### src/design/clk_gen_defines.svh
// Overview of operation
// RQ1 - cycles built from triple-rate high-speed periods
// RQ2 - nominal 100 ns cycle from 30 MHz
// RQ3 - pipeline supplies two-bit length per instruction
// RQ4 - two or more active, one inactive
// RQ5 - low output flop feeds back high
// RQ6 - four-stage shift chain times extensions
// RQ7 - first chain stage forces second active period
// RQ8 - length field evaluated in second period
// RQ9 - length zero drops after second period
// RQ10 - length one holds via second stage
// RQ11 - length two, three add two, three
// RQ12 - inactive output clears whole chain
// RQ13 - active high inside, inverted at output
// RQ14 - reset clears output and chain stages
`ifndef CLK_GEN_DEFINES_SVH
`define CLK_GEN_DEFINES_SVH

// clock rates in kHz
`define REF_CLK_KHZ   40000
`define HS_CLK_KHZ    30000
`define SYS_CLK_KHZ   10000
// high-speed periods per nominal system cycle
`define HS_PER_SYS    (`HS_CLK_KHZ / `SYS_CLK_KHZ)
// timing chain length and fixed active periods
`define CHAIN_LEN     4
`define MIN_ACTIVE    2
// rate accumulator width
`define ACC_W         16
// reset values
`define CHAIN_RST     4'h0
`define LEN_RST       2'h0
// chain pattern during the second active period
`define CHAIN_SECOND  4'h1
// chain patterns during the third to fifth active periods
`define CHAIN_THIRD   4'h3
`define CHAIN_FOURTH  4'h7
`define CHAIN_FIFTH   4'hF
// most active periods in one cycle, reached by the longest length
`define MAX_ACTIVE    4'h5

`endif

### src/design/clk_gen_pkg.sv
`include "clk_gen_defines.svh"

package clk_gen_pkg;

	// generator state, all in one register
	typedef struct packed {
		logic                    clk_hi;    // internal active-high clock
		logic [`CHAIN_LEN-1:0]   chain;     // timing shift chain
		logic [1:0]              held_len;  // length sampled in second period
		logic                    sys_clk_n; // inverted pin copy
		logic [3:0]              act_cnt;   // active periods seen this cycle
	} gen_state_t;

	// rate divider state
	typedef struct packed {
		logic [`ACC_W-1:0] acc;  // phase accumulator
		logic              tick; // high-speed period enable
	} div_state_t;

endpackage : clk_gen_pkg

### src/design/hs_tick_if.sv
`timescale 1ns/1ps

// carries the high-speed period enable from divider to generator
interface hs_tick_if;
	logic tick; // one-cycle enable per high-speed period
	modport src (output tick);
	modport snk (input tick);
endinterface : hs_tick_if

### src/design/clk_gen.sv
`timescale 1ns/1ps
`include "clk_gen_defines.svh"

module clk_gen
	import clk_gen_pkg::*;
(
	// clock and reset
	input  wire logic       ref_clk,
	input  wire logic       reset,
	// cycle length from the control pipeline
	input  wire logic [1:0] cycle_len,
	// generated clock
	output logic            sys_clk_n,
	output logic            sys_clk_act
);

	gen_state_t st;      // registered state
	gen_state_t next_st; // next state
	hs_tick_if  hs ();   // high-speed period enable

	// high-speed rate enable
	hs_rate_div u_div (
		.ref_clk (ref_clk),
		.reset   (reset),
		.hs      (hs)
	);

	// hold terms: stage 0 and each stage up to the length, while not yet set, keep the clock high
	// a longer length only adds terms, so no length can cut the forced pair short
	function automatic logic hold_high(input logic [1:0] len, input logic [`CHAIN_LEN-1:0] ch);
		logic h;
		h = ~ch[0];                         // RQ7
		if (len >= 2'h1) h = h | ~ch[1];    // RQ10
		if (len >= 2'h2) h = h | ~ch[2];    // RQ11
		if (len == 2'h3) h = h | ~ch[3];    // RQ11
		return h;                           // RQ9
	endfunction : hold_high

	// live field at the second period, frozen copy after it
	logic [1:0] eff_len; // length in force this period

	// next state, advanced only on high-speed periods
	always_comb begin
		next_st = st;
		// the field is only trusted from the second period on; its live value
		// is used there and then frozen, so later pipeline changes do no harm
		eff_len = (st.chain == `CHAIN_SECOND) ? cycle_len : st.held_len; // RQ8
		// between enables nothing moves, so every level lasts whole high-speed periods
		if (hs.tick) begin
			// inactive period: the next enable always starts a fresh cycle
			if (!st.clk_hi) begin
				next_st.clk_hi  = 1'b1;       // RQ5
				next_st.chain   = `CHAIN_RST; // RQ12
				next_st.act_cnt = 4'h0;
			end else begin
				next_st.chain   = {st.chain[`CHAIN_LEN-2:0], 1'b1}; // RQ6
				next_st.clk_hi  = hold_high(eff_len, st.chain);     // RQ4
				next_st.act_cnt = st.act_cnt + 4'h1;
				if (st.chain == `CHAIN_SECOND) begin
					next_st.held_len = cycle_len; // RQ8
				end
			end
			next_st.sys_clk_n = ~next_st.clk_hi; // RQ13
		end
	end

	// state register; reset parks at an inactive period, so the next enable starts a cycle
	always_ff @(posedge ref_clk) begin
		if (reset) begin
			st.clk_hi    <= 1'b0;      // RQ14
			st.chain     <= `CHAIN_RST;// RQ14
			st.held_len  <= `LEN_RST;
			st.sys_clk_n <= 1'b1;
			st.act_cnt   <= 4'h0;
		end else begin
			st <= next_st;
		end
	end

	// outputs straight from flops; the pin copy is its own flop rather than an
	// inverter on clk_hi, so both outputs leave the block with the same delay
	assign sys_clk_n   = st.sys_clk_n;
	assign sys_clk_act = st.clk_hi;
endmodule : clk_gen

### src/design/hs_rate_div.sv
`timescale 1ns/1ps
`include "clk_gen_defines.svh"

module hs_rate_div
	import clk_gen_pkg::*;
(
	// clock and reset
	input  wire logic ref_clk,
	input  wire logic reset,
	// enable out
	hs_tick_if.src    hs
);

	div_state_t st;      // registered state
	div_state_t next_st; // next state

	localparam logic [`ACC_W-1:0] REF_STEP = `ACC_W'(`REF_CLK_KHZ); // modulus: one ref period
	localparam logic [`ACC_W-1:0] HS_STEP  = `ACC_W'(`HS_CLK_KHZ);  // RQ2

	// fractional divider: a non-integer ratio is spread as evenly as possible,
	// trading period jitter of one ref cycle for an exact average rate
	always_comb begin
		next_st = st;
		if (st.acc + HS_STEP >= REF_STEP) begin // carry: one period elapsed
			next_st.acc  = st.acc + HS_STEP - REF_STEP;
			next_st.tick = 1'b1; // RQ1
		end else begin
			next_st.acc  = st.acc + HS_STEP;
			next_st.tick = 1'b0;
		end
	end

	// state register
	always_ff @(posedge ref_clk) begin
		if (reset) begin
			st <= '0;
		end else begin
			st <= next_st;
		end
	end

	assign hs.tick = st.tick;
endmodule : hs_rate_div

### config.mk
export PLATFORM = sky130hd
export DESIGN_NAME = clk_gen
export DESIGN_NICKNAME = d
export VERILOG_FILES = /design/src/design/clk_gen_pkg.sv /design/src/design/hs_tick_if.sv /design/src/design/clk_gen.sv /design/src/design/hs_rate_div.sv
export VERILOG_INCLUDE_DIRS = /design/src /design/src/design
export SDC_FILE = /design/constraint.sdc
export NUM_CORES = 1
export LEC_CHECK = 0
export BUFFER_PORTS_ARGS = -buffer_cell sky130_fd_sc_hd__buf_2
export CELL_PAD_IN_SITES_DETAIL_PLACEMENT = 2
export CELL_PAD_IN_SITES_GLOBAL_PLACEMENT = 2
export CORE_MARGIN = 4
export CORE_UTILIZATION = 39
export CTS_CLUSTER_DIAMETER = 150
export DETAILED_ROUTE_END_ITERATION = 10
export PLACE_DENSITY = 0.79
export SLEW_MARGIN = 15
export SYNTH_ARGS = -nofsm -noshare
export SYNTH_HDL_FRONTEND = slang
export SYNTH_SLANG_ARGS = --single-unit
### constraint.sdc
create_clock -name ref_clk -period 5.3 [get_ports ref_clk]
set_input_delay 0.265 -clock ref_clk [delete_from_list [all_inputs] [get_ports ref_clk]]
set_output_delay 0.265 -clock ref_clk [all_outputs]
set_load 0.05 [all_outputs]
## Word-level counts from Yosys, hierarchy flattened

Index checks and enable logic that the tools add are counted.

| storage, ports and cells | value |
|---|---|
| bits in registers | 25 |
| bits of input ports | 4 |
| output and inout port bits | 2 |
| word-level logic and storage cells | 33 |

| operators by class | value |
|---|---|
| $add $sub $neg | 2 |
| order comparisons | 3 |
| eq/ne operators | 2 |
| mux-type cells | 11 |
| bitwise operators | 8 |
| reductions and logical operators | 1 |

Operators with widths:

| kind | count |
|---|---|
| $mux W17 | 1 |
| $add A16 B15 Y16 const B | 1 |
| $ge A16 B16 Y1 const B | 1 |
| $sub A16 B16 Y16 const B | 1 |
| $mux W5 | 2 |
| $mux W1 | 7 |
| $not A1 Y1 | 5 |
| $eq A4 B1 Y1 const B | 1 |
| $or A1 B1 Y1 | 3 |
| $eq A2 B2 Y1 const B | 1 |
| $ge A2 B1 Y1 const B | 1 |
| $ge A2 B2 Y1 const B | 1 |
| $mux W2 | 1 |
| $reduce_and A2 Y1 | 1 |

## Depth between registers and ports, before layout

Gate-level depths: netlist (run 1).

| logic depth | value |
|---|---|
| depth in word-level cells | 15 |
| gate-level depth with buffers | 9 |
| depth with buffers taken out | 9 |

## Modules after synthesis

From an unflattened synthesis (run 1), not the netlist that was laid out.

| second synthesis, totals | value |
|---|---|
| cells, all modules | 172 |
| area total of the unflattened synthesis | 1,432.6 sq um |

Modules (own cells, without submodules):

| module | times used | cells each | area each (sq um) | seq. area each (sq um) |
|---|---|---|---|---|
| hs_rate_div | 1 | 132 | 1,059.8 | 260.2 |
| clk_gen | 1 | 40 | 372.9 | 160.2 |

## Least setup slack after synthesis (run 1)

No wires, ideal clock.

| timing | value |
|---|---|
| kind | reg-to-reg |
| from | reg u_div.st[5] (netlist name) |
| to | reg u_div.st[9] (netlist name) |
| setup time | 0.071 ns |
| arrival | 2.071 ns |
| slack | 3.158 ns |
| cell stages (with the launch flop) | 10 |
| path buffers | 1 |
| period minus slack after synthesis | 2.142 ns |
| cell sequence | dfxtp_1 inv_1 ha_1 and3b_1 buf_2 nor4_1 mux2i_1 a22oi_2 or3_1 a21oi_1 |

| between the ends | value |
|---|---|
| longest elaborated chain between the ends | 3 |

RTL lines:

| item | RTL line | source |
|---|---|---|
| start, declared | hs_rate_div.sv:14 | `div_state_t st;` |
| start signal, assigned | hs_rate_div.sv:38 | `st <= next_st;` |
| $add A16 B15 Y16 (*) | hs_rate_div.sv:24, hs_rate_div.sv:25, hs_rate_div.sv:28 |  |
| $sub A16 B16 Y16 or $ge A16 B16 Y1 (tied branches) | hs_rate_div.sv:25, hs_rate_div.sv:24 |  |
| $mux W17 (*) | hs_rate_div.sv:24 | `if (st.acc + HS_STEP >= REF_STEP) begin` |

Every way passes the cells marked *; elsewhere a longest branch is shown, timed or not.
A chain may end at the register's enable or synchronous reset.

## Final worst setup path (run 1)

Same ends and word-level chain as after synthesis.

==> results of run 1 <==
## layer usage
layer	global-route usage (%)	part of all wire, %	routed length [um]
met1	23.9	45	1850
met2	37.5	53	2200
met3	3.45	1.6	67
met4	4.47	0.84	35
met5	0	0	0
## worst reg2reg max path: stages (launching register included)
cell	delay, ns
sky130_fd_sc_hd__dfxtp_1	0.51
sky130_fd_sc_hd__inv_1	0.09
sky130_fd_sc_hd__ha_1	0.27
sky130_fd_sc_hd__nand3b_1	0.28
sky130_fd_sc_hd__a21oi_1	0.39
sky130_fd_sc_hd__a22oi_1	0.23
sky130_fd_sc_hd__a22oi_2	0.43
sky130_fd_sc_hd__o21ai_0	0.17
sky130_fd_sc_hd__a21oi_1	0.15
## cells by family (layout without fill, tap and decap cells)
logic type / after synthesis / in the layout
and+or+nand+nor: 65 / 65
buffers and inverters: 16 / 15
adders and majority gates: 4 / 4
AOI/OAI and AO/OA: 53 / 53
DFF: 21 / 21
muxes: 9 / 9
xor gates and xnor gates: 6 / 6
## sequential cells by signal, summed over array words and instances, names as in the netlist
signal / cells
u_div.st: 12
u_div.hs.tick: 1
st: 6
sys_clk_n: 1
sys_clk_act: 1
## cell type report
cell class,count,area [um2]
clock buffer,4,26.3
timing repair buffer,5,25.0
multi-input combinational,137,910
sequential,21,420
fill,426,1950
tap,46,57.6
inverter,6,22.5
## synth_stat cells (all sizes together) (4+ instances only)
master	count
dfxtp	21
a21oi	15
nand2	15
nor2	13
o21ai	12
mux2i	8
buf	6
inv	6
nand3	5
nor3	5
or3	5
clkbuf	4
ha	4
nand2b	4
o211ai	4
## final timing paths
kind                           from  slack [ns]                     end  depth (start not counted)
max          u_div.st[5]$_SDFF_PP0_        2.71  u_div.st[9]$_SDFF_PP0_                          8
min                    cycle_len[0]        0.21      st[5]$_SDFFE_PP0P_                          3
max reg2reg  u_div.st[5]$_SDFF_PP0_        2.71  u_div.st[9]$_SDFF_PP0_                          8
min reg2reg  sys_clk_n$_SDFFE_PP1P_        0.47  sys_clk_n$_SDFFE_PP1P_                          1
## stage by stage
stage | total power [mW] | hold slack, ns | util (%)
after global routing | 0.940 | 0.212 | 42.8
after detailed placement | 0.784 | 0.448 | 42.0
after global placement | 0.745 | 0.438 | 42.0
after floorplan | 0.669 | 0.412 | -
final | 0.859 | 0.207 | 42.8
after CTS | 0.864 | 0.199 | 42.8
## report_power, final
part / internal [mW] / switching, mW / leakage (nW)
sequential: 0.202 / 0.0895 / 0.173
combinational: 0.193 / 0.294 / 0.356
clock: 0.0294 / 0.0521 / 0.0150
==> impl_metrics.json, run 1 <==
{
  "drive_above_1_share_pct": 9.83,
  "dp_hpwl_um": 3330,
  "die_x_um": 68.2,
  "fin_setup_tns_ns": 0,
  "synth_fp_nets": 182,
  "clk_path_buf_depth": 2,
  "synthesis.area_um2": 1410,
  "synth-seq-cells": 21,
  "overflow": 0,
  "main_combinational_cell_family_by_area_after_synthesis": "compound AO/OA/AOI/OAI gates",
  "final_cell_area_um2": 1460,
  "path_clk_slew_ns": 0.13,
  "initial_antenna_violation_count": 0,
  "num_io_pins": 6,
  "clock_tree_from_tritoncts": "done",
  "post-cts-setup-buffer-count": 0,
  "fraction_of_synthesized_cell_area_in_xor_and_xnor_cells_pct": 3.72,
  "place_congestion": 0.811,
  "cts.repair.resized": 0,
  "flow.area_growth_from_synthesis_pct": 3.45,
  "firstDrtPassIters": 4,
  "route.detailed.drc": 0,
  "status": "finished, final reports clean",
  "cts_hold_buffers": 0,
  "worst_ep_required_time_ns": 5.55,
  "synth-edff-count": 0,
  "die_y_um": 68.2,
  "yosys_most_used_dff": "sky130_fd_sc_hd__dfxtp_1",
  "worst_path_top_cell_family_by_delay": "compound AO/OA/AOI/OAI gates",
  "initial_cell_density_of_the_core_pct": 41.4,
  "maximum_number_of_pins_on_one_net_before_global_route_repair": 19,
  "post-place-ws_ns": 2.70,
  "timing_max_transition_violations_final": 0,
  "finalSetupViolations": 0,
  "max_cap_violations": 0,
  "pnr_worst_setup_slack_ns": 2.71,
  "placed_cell_count": 215,
  "post_drt_wl_per_cell_um": 19.0,
  "core-area_um2": 3420,
  "via_count_of_the_first_global_routing_pass": 1358,
  "cp_max_stage_delay_ns": 0.51,
  "vdd_drop_max_v": 0.000213,
  "synth_top_cells_by_area": "sky130_fd_sc_hd__dfxtp_1 (30%), sky130_fd_sc_hd__mux2i_1 (5.7%), sky130_fd_sc_hd__a21oi_1 (5.3%)",
  "critical_path.max_fanout": 9,
  "critical_setup_path_class": "reg -> reg",
  "grt_first_pass_wirelength_um": 6840,
  "antenna-diode-count": 0,
  "detailroute.via_count": 1282,
  "htree_levels": 1,
  "crit_top_cell": "sky130_fd_sc_hd__a21oi_1",
  "asyncSetResetFlopFracSynth_pct": 0,
  "synthSimpleGateAreaFrac_pct": 24.4,
  "final.min_clock_period_ns": 2.59,
  "yosys.area.top_type": "sky130_fd_sc_hd__dfxtp_1",
  "fraction_of_the_mapped_netlist_area_in_compound_gates_pct": 26.0,
  "placement.io_buffers": 5,
  "cts_buf_count": 3,
  "timing.critical_path.arrival_ns": 2.85,
  "cts.sinks": 21,
  "synth_seq_area_share_pct": 29.8,
  "drt-vias-per-instance": 5.85,
  "num_rows": 21,
  "critical-path-slowest-cell": "sky130_fd_sc_hd__dfxtp_1",
  "layoutNonFillerInstCount": 219,
  "grt_setup_unrepaired": "no",
  "yosys.area_share.adder_pct": 3.54,
  "placed_cell_area_um2": 1440,
  "grt_use_total_pct": 20.2,
  "synth.distinct_cells": 52,
  "maxSlewHeadroom_pct": 48.8,
  "drt_first_iter_violations": 62,
  "most_common_cell_after_layout_fill_and_taps_aside": "sky130_fd_sc_hd__dfxtp_1",
  "syn_avg_cell_area_um2": 8.12,
  "ant_nets": 0,
  "fin_worst_skew_ns": 0.00994,
  "die_area_um2": 4650,
  "layout.nets": 182,
  "ctsRootBufferMaster": "sky130_fd_sc_hd__clkbuf_4",
  "commonest_cells_after_routing_fill_and_taps_aside": "sky130_fd_sc_hd__dfxtp_1 (21), sky130_fd_sc_hd__a21oi_1 (15), sky130_fd_sc_hd__nand2_1 (15)",
  "worstSkewPairLatency_ns": 0.31,
  "power.density_cell_area_nw_per_um2": 588,
  "synth_mux_area_share_pct": 6.73,
  "cp_num_buf_inv": 1,
  "warnings_from_yosys": 0,
  "critical_path.cell_chain": "inv_1 -> ha_1 -> nand3b_1 -> a21oi_1 -> a22oi_1 -> a22oi_2 -> o21ai_0 -> a21oi_1",
  "worstMarginPinSlew_ns": 0.766,
  "synthDominantCellAreaShare_pct": 29.8,
  "synthesis.instances": 174,
  "max_clock_freq_mhz": 386,
  "hold_viol_final": 0,
  "holdCritPathClass": "in -> reg",
  "start_kind": "flop",
  "end_kind": "flop",
  "layout_worst_path_cycle_share_pct": 48.9,
  "totalWireLength_um": 4150,
  "pleak_nw": 0.544
}
Power figures use the tool's default switching activity.
==> run 2: changes to the inputs <==
Settings changed: ABC_AREA set to 1, CORE_UTILIZATION 39 to 33, PLACE_DENSITY 0.79 to 0.74.
Clock period 5.3 ns to 2.5 ns, I/O delays scaled along.
==> impl_metrics.json, run 2 <==
{
  "status": "finished, final reports clean",
  "layoutNonFillerInstCount": 275,
  "overflow": 0,
  "drt_first_iter_violations": 56,
  "cts_buf_count": 3,
  "clock_tree_from_tritoncts": "done",
  "placed_cell_count": 271,
  "pleak_nw": 0.753,
  "synth_fp_nets": 226,
  "core-area_um2": 4090,
  "grt_use_total_pct": 16.8,
  "reg_top3": "u_div.st: 12 flops, st: 6 flops",
  "placed_cell_area_um2": 1500,
  "critical-path-slowest-cell": "sky130_fd_sc_hd__dfxtp_1",
  "end_kind": "flop",
  "worst_ep_required_time_ns": 2.69,
  "fin_hold_ws_ns": 0.211,
  "drt-vias-per-instance": 5.12,
  "largest_reg_flops": 12,
  "asyncSetResetFlopFracSynth_pct": 0,
  "synth-seq-cells": 21,
  "place_congestion": 0.828,
  "path_clk_slew_ns": 0.08,
  "totalWireLength_um": 4100,
  "post-cts-setup-buffer-count": 0,
  "synthesis.area_um2": 1430,
  "most_common_cell_after_layout_fill_and_taps_aside": "sky130_fd_sc_hd__nand2_1",
  "layout_worst_path_cycle_share_pct": 88.8,
  "holdCritPathClass": "in -> reg",
  "critical_setup_path_class": "reg -> reg",
  "initial_antenna_violation_count": 0,
  "num_io_pins": 6,
  "cts_hold_buffers": 0,
  "placement.io_buffers": 5,
  "via_count_of_the_first_global_routing_pass": 1478,
  "most_numerous_cell_in_the_yosys_netlist": "sky130_fd_sc_hd__nand2_1",
  "ant_nets": 0,
  "yosys_most_used_dff": "sky130_fd_sc_hd__dfxtp_1",
  "timing.critical_path.arrival_ns": 2.41,
  "power.density_cell_area_nw_per_um2": 1390,
  "detailroute.via_count": 1408,
  "final_cell_area_um2": 1560,
  "die_area_um2": 5430,
  "fin_util_pct": 38.1,
  "antenna-diode-count": 0,
  "pnr_worst_setup_slack_ns": 0.281,
  "warnings_from_yosys": 0,
  "die_x_um": 73.7,
  "vdd_drop_max_v": 0.000535,
  "top_reg_by_flops": "u_div.st",
  "maximum_number_of_pins_on_one_net_before_global_route_repair": 15,
  "critical_path.cell_chain": "inv_1 -> ha_1 -> xor2_1 -> inv_1 -> ha_1 -> a21oi_1 -> nand3_1 -> nand3_2 -> nand2_4 -> nand2_4 -> nand2_1 -> a21oi_1",
  "max_cap_violations": 0,
  "worstSkewPairLatency_ns": 0.26,
  "multi_input_comb_area_um2": 867,
  "start_kind": "flop",
  "syn_avg_cell_area_um2": 6.54,
  "synthDominantCellAreaShare_pct": 29.5,
  "clk_path_buf_depth": 2,
  "finalSetupViolations": 0,
  "total_power_mw": 2.16,
  "initial_cell_density_of_the_core_pct": 34.9,
  "fin_worst_skew_ns": 0.00321,
  "drive_above_1_share_pct": 14.2,
  "synth_top_cells_by_area": "sky130_fd_sc_hd__dfxtp_1 (29%), sky130_fd_sc_hd__nand2_1 (14%), sky130_fd_sc_hd__nand3_1 (11%)",
  "synth_seq_area_share_pct": 29.5,
  "critical_path.max_fanout": 10,
  "max_clock_freq_mhz": 451,
  "hold_viol_final": 0,
  "maxSlewHeadroom_pct": 77.2,
  "cp_max_stage_delay_ns": 0.38,
  "grt_first_pass_wirelength_um": 7080,
  "cts.sinks": 21,
  "grt_setup_unrepaired": "no",
  "ctsRootBufferMaster": "sky130_fd_sc_hd__clkbuf_8",
  "synthesis.instances": 218,
  "num-fill-cells": 508,
  "commonest_cells_after_routing_fill_and_taps_aside": "sky130_fd_sc_hd__nand2_1 (54), sky130_fd_sc_hd__inv_1 (32), sky130_fd_sc_hd__nand3_1 (31)",
  "htree_levels": 1,
  "yosys-top-cells-count": "sky130_fd_sc_hd__nand2_1 (54), sky130_fd_sc_hd__inv_1 (32), sky130_fd_sc_hd__nand3_1 (32)",
  "route.detailed.drc": 0,
  "synth-edff-count": 0,
  "post_drt_wl_per_cell_um": 14.9,
  "yosys.area.top_type": "sky130_fd_sc_hd__dfxtp_1",
  "layout.nets": 234,
  "area.sequential_um2": 420,
  "fin_setup_tns_ns": 0,
  "cts.repair.resized": 0,
  "die_y_um": 73.7,
  "flow.area_growth_from_synthesis_pct": 9.13,
  "synth.distinct_cells": 27,
  "dp_hpwl_um": 3450,
  "worstMarginPinSlew_ns": 0.339,
  "timing_max_transition_violations_final": 0,
  "firstDrtPassIters": 2,
  "final.min_clock_period_ns": 2.22,
  "num_rows": 23,
  "post-place-ws_ns": 0.273
}
-- run 2: cell count changes after synthesis, moves of 5 or more --
cell                      before  now
sky130_fd_sc_hd__nand2_1      15   54
sky130_fd_sc_hd__nand3_1       5   32
sky130_fd_sc_hd__inv_1         6   32
sky130_fd_sc_hd__mux2i_1       8    0
sky130_fd_sc_hd__nor2_2        0    6
sky130_fd_sc_hd__nand2_2       0    5
sky130_fd_sc_hd__or3_1         5    0
-- run 2: per-layer routing --
metal	track usage, %	share of wire [%]	vias to the layer above
met2	30.3	50	5
li1	-	-	710
met3	2.87	1.4	4
met4	1.81	0.59	0
met1	21.5	48	689
met5	0	0	-
-- run 2: area by class of cell --
class                      instances  share of cell area [%]
multi-input combinational        160                    55.8
sequential                        21                    27.0
inverter                          35                    8.45
tap                               50                    4.02
clock buffer                       3                    2.65
timing repair buffer               5                    1.61
clock inverter                     1                   0.483
-- run 2: logic make-up after synthesis --
group	after synthesis	synth area share, %
flops	21	29.5
xor+xnor	5	4.39
fa+ha+maj	4	3.51
compound gates	25	10.5
simple gates	126	42.1
buf+inv	37	10.0
-- run 2: final timing paths --
kind,depth (start not counted),endpoint,from,slack [ns]
setup / recovery,12,u_div.st[11]$_SDFF_PP0_,u_div.st[6]$_SDFF_PP0_,0.28
setup reg to reg,12,u_div.st[11]$_SDFF_PP0_,u_div.st[6]$_SDFF_PP0_,0.28
hold reg to reg,1,u_div.st[5]$_SDFF_PP0_,u_div.st[5]$_SDFF_PP0_,0.48
hold / removal,2,u_div.st[5]$_SDFF_PP0_,reset,0.21
-- run 2: power breakdown --
group | internal (mW) | leakage (nW) | total (mW) | switching [mW]
clock network | 0.113 | 0.0217 | 0.232 | 0.119
registers | 0.434 | 0.173 | 0.552 | 0.118
logic | 0.439 | 0.558 | 1.37 | 0.935
-- run 2: critical path, delay by kind of cell, from the launching register on --
kind	cells	cell delay, ns
flops	1	0.38
xor+xnor	1	0.23
compound gates	2	0.31
buf+inv	2	0.23
simple gates	5	0.56
fa+ha+maj	2	0.44
==> run 3: changes to the inputs <==
Settings changed: CELL_PAD_IN_SITES_DETAIL_PLACEMENT 2 to 1.
==> impl_metrics.json, run 3 (synthesis results as in run 2) <==
{
  "max_clock_freq_mhz": 451,
  "place_congestion": 0.828,
  "placement.io_buffers": 5,
  "post-cts-setup-buffer-count": 0,
  "power.density_cell_area_nw_per_um2": 1370,
  "initial_antenna_violation_count": 0,
  "detailroute.via_count": 1358,
  "path_clk_slew_ns": 0.08,
  "ctsRootBufferMaster": "sky130_fd_sc_hd__clkbuf_8",
  "critical_path.max_fanout": 10,
  "core-area_um2": 4090,
  "finalSetupViolations": 0,
  "flow.area_growth_from_synthesis_pct": 8.60,
  "top_reg_by_flops": "u_div.st",
  "ant_nets": 0,
  "cts_buf_count": 3,
  "commonest_cells_after_routing_fill_and_taps_aside": "sky130_fd_sc_hd__nand2_1 (54), sky130_fd_sc_hd__inv_1 (32), sky130_fd_sc_hd__nand3_1 (32)",
  "end_kind": "flop",
  "maxSlewHeadroom_pct": 73.6,
  "num_io_pins": 6,
  "critical-path-slowest-cell": "sky130_fd_sc_hd__dfxtp_1",
  "clock_tree_from_tritoncts": "done",
  "vdd_drop_max_v": 0.000712,
  "status": "finished, final reports clean",
  "cts_hold_buffers": 0,
  "initial_cell_density_of_the_core_pct": 34.9,
  "grt_use_total_pct": 15.6,
  "final.min_clock_period_ns": 2.22,
  "post-place-ws_ns": 0.295,
  "timing.critical_path.arrival_ns": 2.41,
  "fin_setup_tns_ns": 0,
  "fin_hold_ws_ns": 0.198,
  "die_area_um2": 5430,
  "critical_setup_path_class": "reg -> reg",
  "num-fill-cells": 541,
  "drive_above_1_share_pct": 13.8,
  "pleak_nw": 0.757,
  "cts.sinks": 21,
  "hold_viol_final": 0,
  "fin_worst_skew_ns": 0.00222,
  "layout_worst_path_cycle_share_pct": 88.7,
  "overflow": 0,
  "firstDrtPassIters": 4,
  "grt_first_pass_wirelength_um": 6660,
  "pnr_worst_setup_slack_ns": 0.281,
  "max_cap_violations": 0,
  "holdCritPathClass": "in -> reg",
  "largest_reg_flops": 12,
  "antenna-diode-count": 0,
  "die_x_um": 73.7,
  "clk_path_buf_depth": 2,
  "drt-vias-per-instance": 4.94,
  "cp_max_stage_delay_ns": 0.37,
  "critical_path.cell_chain": "inv_1 -> ha_1 -> xor2_1 -> inv_1 -> ha_1 -> a21oi_1 -> nand3_1 -> nand3_2 -> nand2_4 -> nand2_4 -> nand2_1 -> a21oi_1",
  "htree_levels": 1,
  "start_kind": "flop",
  "maximum_number_of_pins_on_one_net_before_global_route_repair": 15,
  "cts.repair.resized": 0,
  "via_count_of_the_first_global_routing_pass": 1446,
  "worst_ep_required_time_ns": 2.69,
  "timing_max_transition_violations_final": 0,
  "worstMarginPinSlew_ns": 0.392,
  "post_drt_wl_per_cell_um": 13.6,
  "dp_hpwl_um": 3110,
  "num_rows": 23,
  "route.detailed.drc": 0,
  "totalWireLength_um": 3730,
  "reg_top3": "u_div.st: 12 flops, st: 6 flops",
  "layout.nets": 234,
  "grt_setup_unrepaired": "no",
  "worstSkewPairLatency_ns": 0.26,
  "most_common_cell_after_layout_fill_and_taps_aside": "sky130_fd_sc_hd__nand2_1",
  "die_y_um": 73.7,
  "drt_first_iter_violations": 43
}
## run 3: power by group
group | switching (mW) | internal [mW] | leakage [nW]
sequential | 0.117 | 0.434 | 0.173
clock | 0.114 | 0.111 | 0.0255
combinational | 0.910 | 0.439 | 0.558
## run 3: metrics by stage
| step | total power [mW] | instances | cell area [um2] | util, % |
|---|---|---|---|---|
| floorplan | 1.61 | 218 | 1430 | - |
| global placement | 1.86 | 271 | 1500 | 36.7 |
| detailed placement | 1.91 | 271 | 1500 | 36.7 |
| CTS | 2.15 | 275 | 1550 | 37.9 |
| global route | 2.37 | 275 | 1550 | 37.9 |
| finish | 2.12 | 275 | 1550 | 37.9 |
## run 3: path summary, 6_finish.rpt
kind,startpoint,end,slack [ns],cells past startpoint
setup reg to reg,u_div.st[6]$_SDFF_PP0_,u_div.st[11]$_SDFF_PP0_,0.28,12
setup / recovery,u_div.st[6]$_SDFF_PP0_,u_div.st[11]$_SDFF_PP0_,0.28,12
hold / removal,reset,u_div.st[5]$_SDFF_PP0_,0.20,2
hold reg to reg,u_div.st[5]$_SDFF_PP0_,u_div.st[5]$_SDFF_PP0_,0.47,1
## run 3: area by class of cell
class	count	area, um2	area share [%]
multi-input combinational	160	862	55.7
sequential	21	420	27.2
inverter	35	131	8.49
tap	50	62.6	4.04
clock buffer	3	41.3	2.67
timing repair buffer	5	25.0	1.62
clock inverter	1	5.00	0.323
## run 3: critical path, delay by kind of cell (launching register included)
kind / cells / cell delay (ns)
and+or+nand+nor: 5 / 0.57
DFF: 1 / 0.37
buffers and inverters: 2 / 0.23
xor gates and xnor gates: 1 / 0.25
adders and majority gates: 2 / 0.44
AOI/OAI and AO/OA: 2 / 0.30
## run 3: metal layers
layer  vias up  wire [um]  share of wire (%)  GRT usage [%]
met3         4         51                1.4           2.87
met5         -          0                  0              0
met1       634       1820                 49           20.0
li1        710          -                  -              -
met4         0         40                1.1           2.21
met2        10       1820                 49           27.5
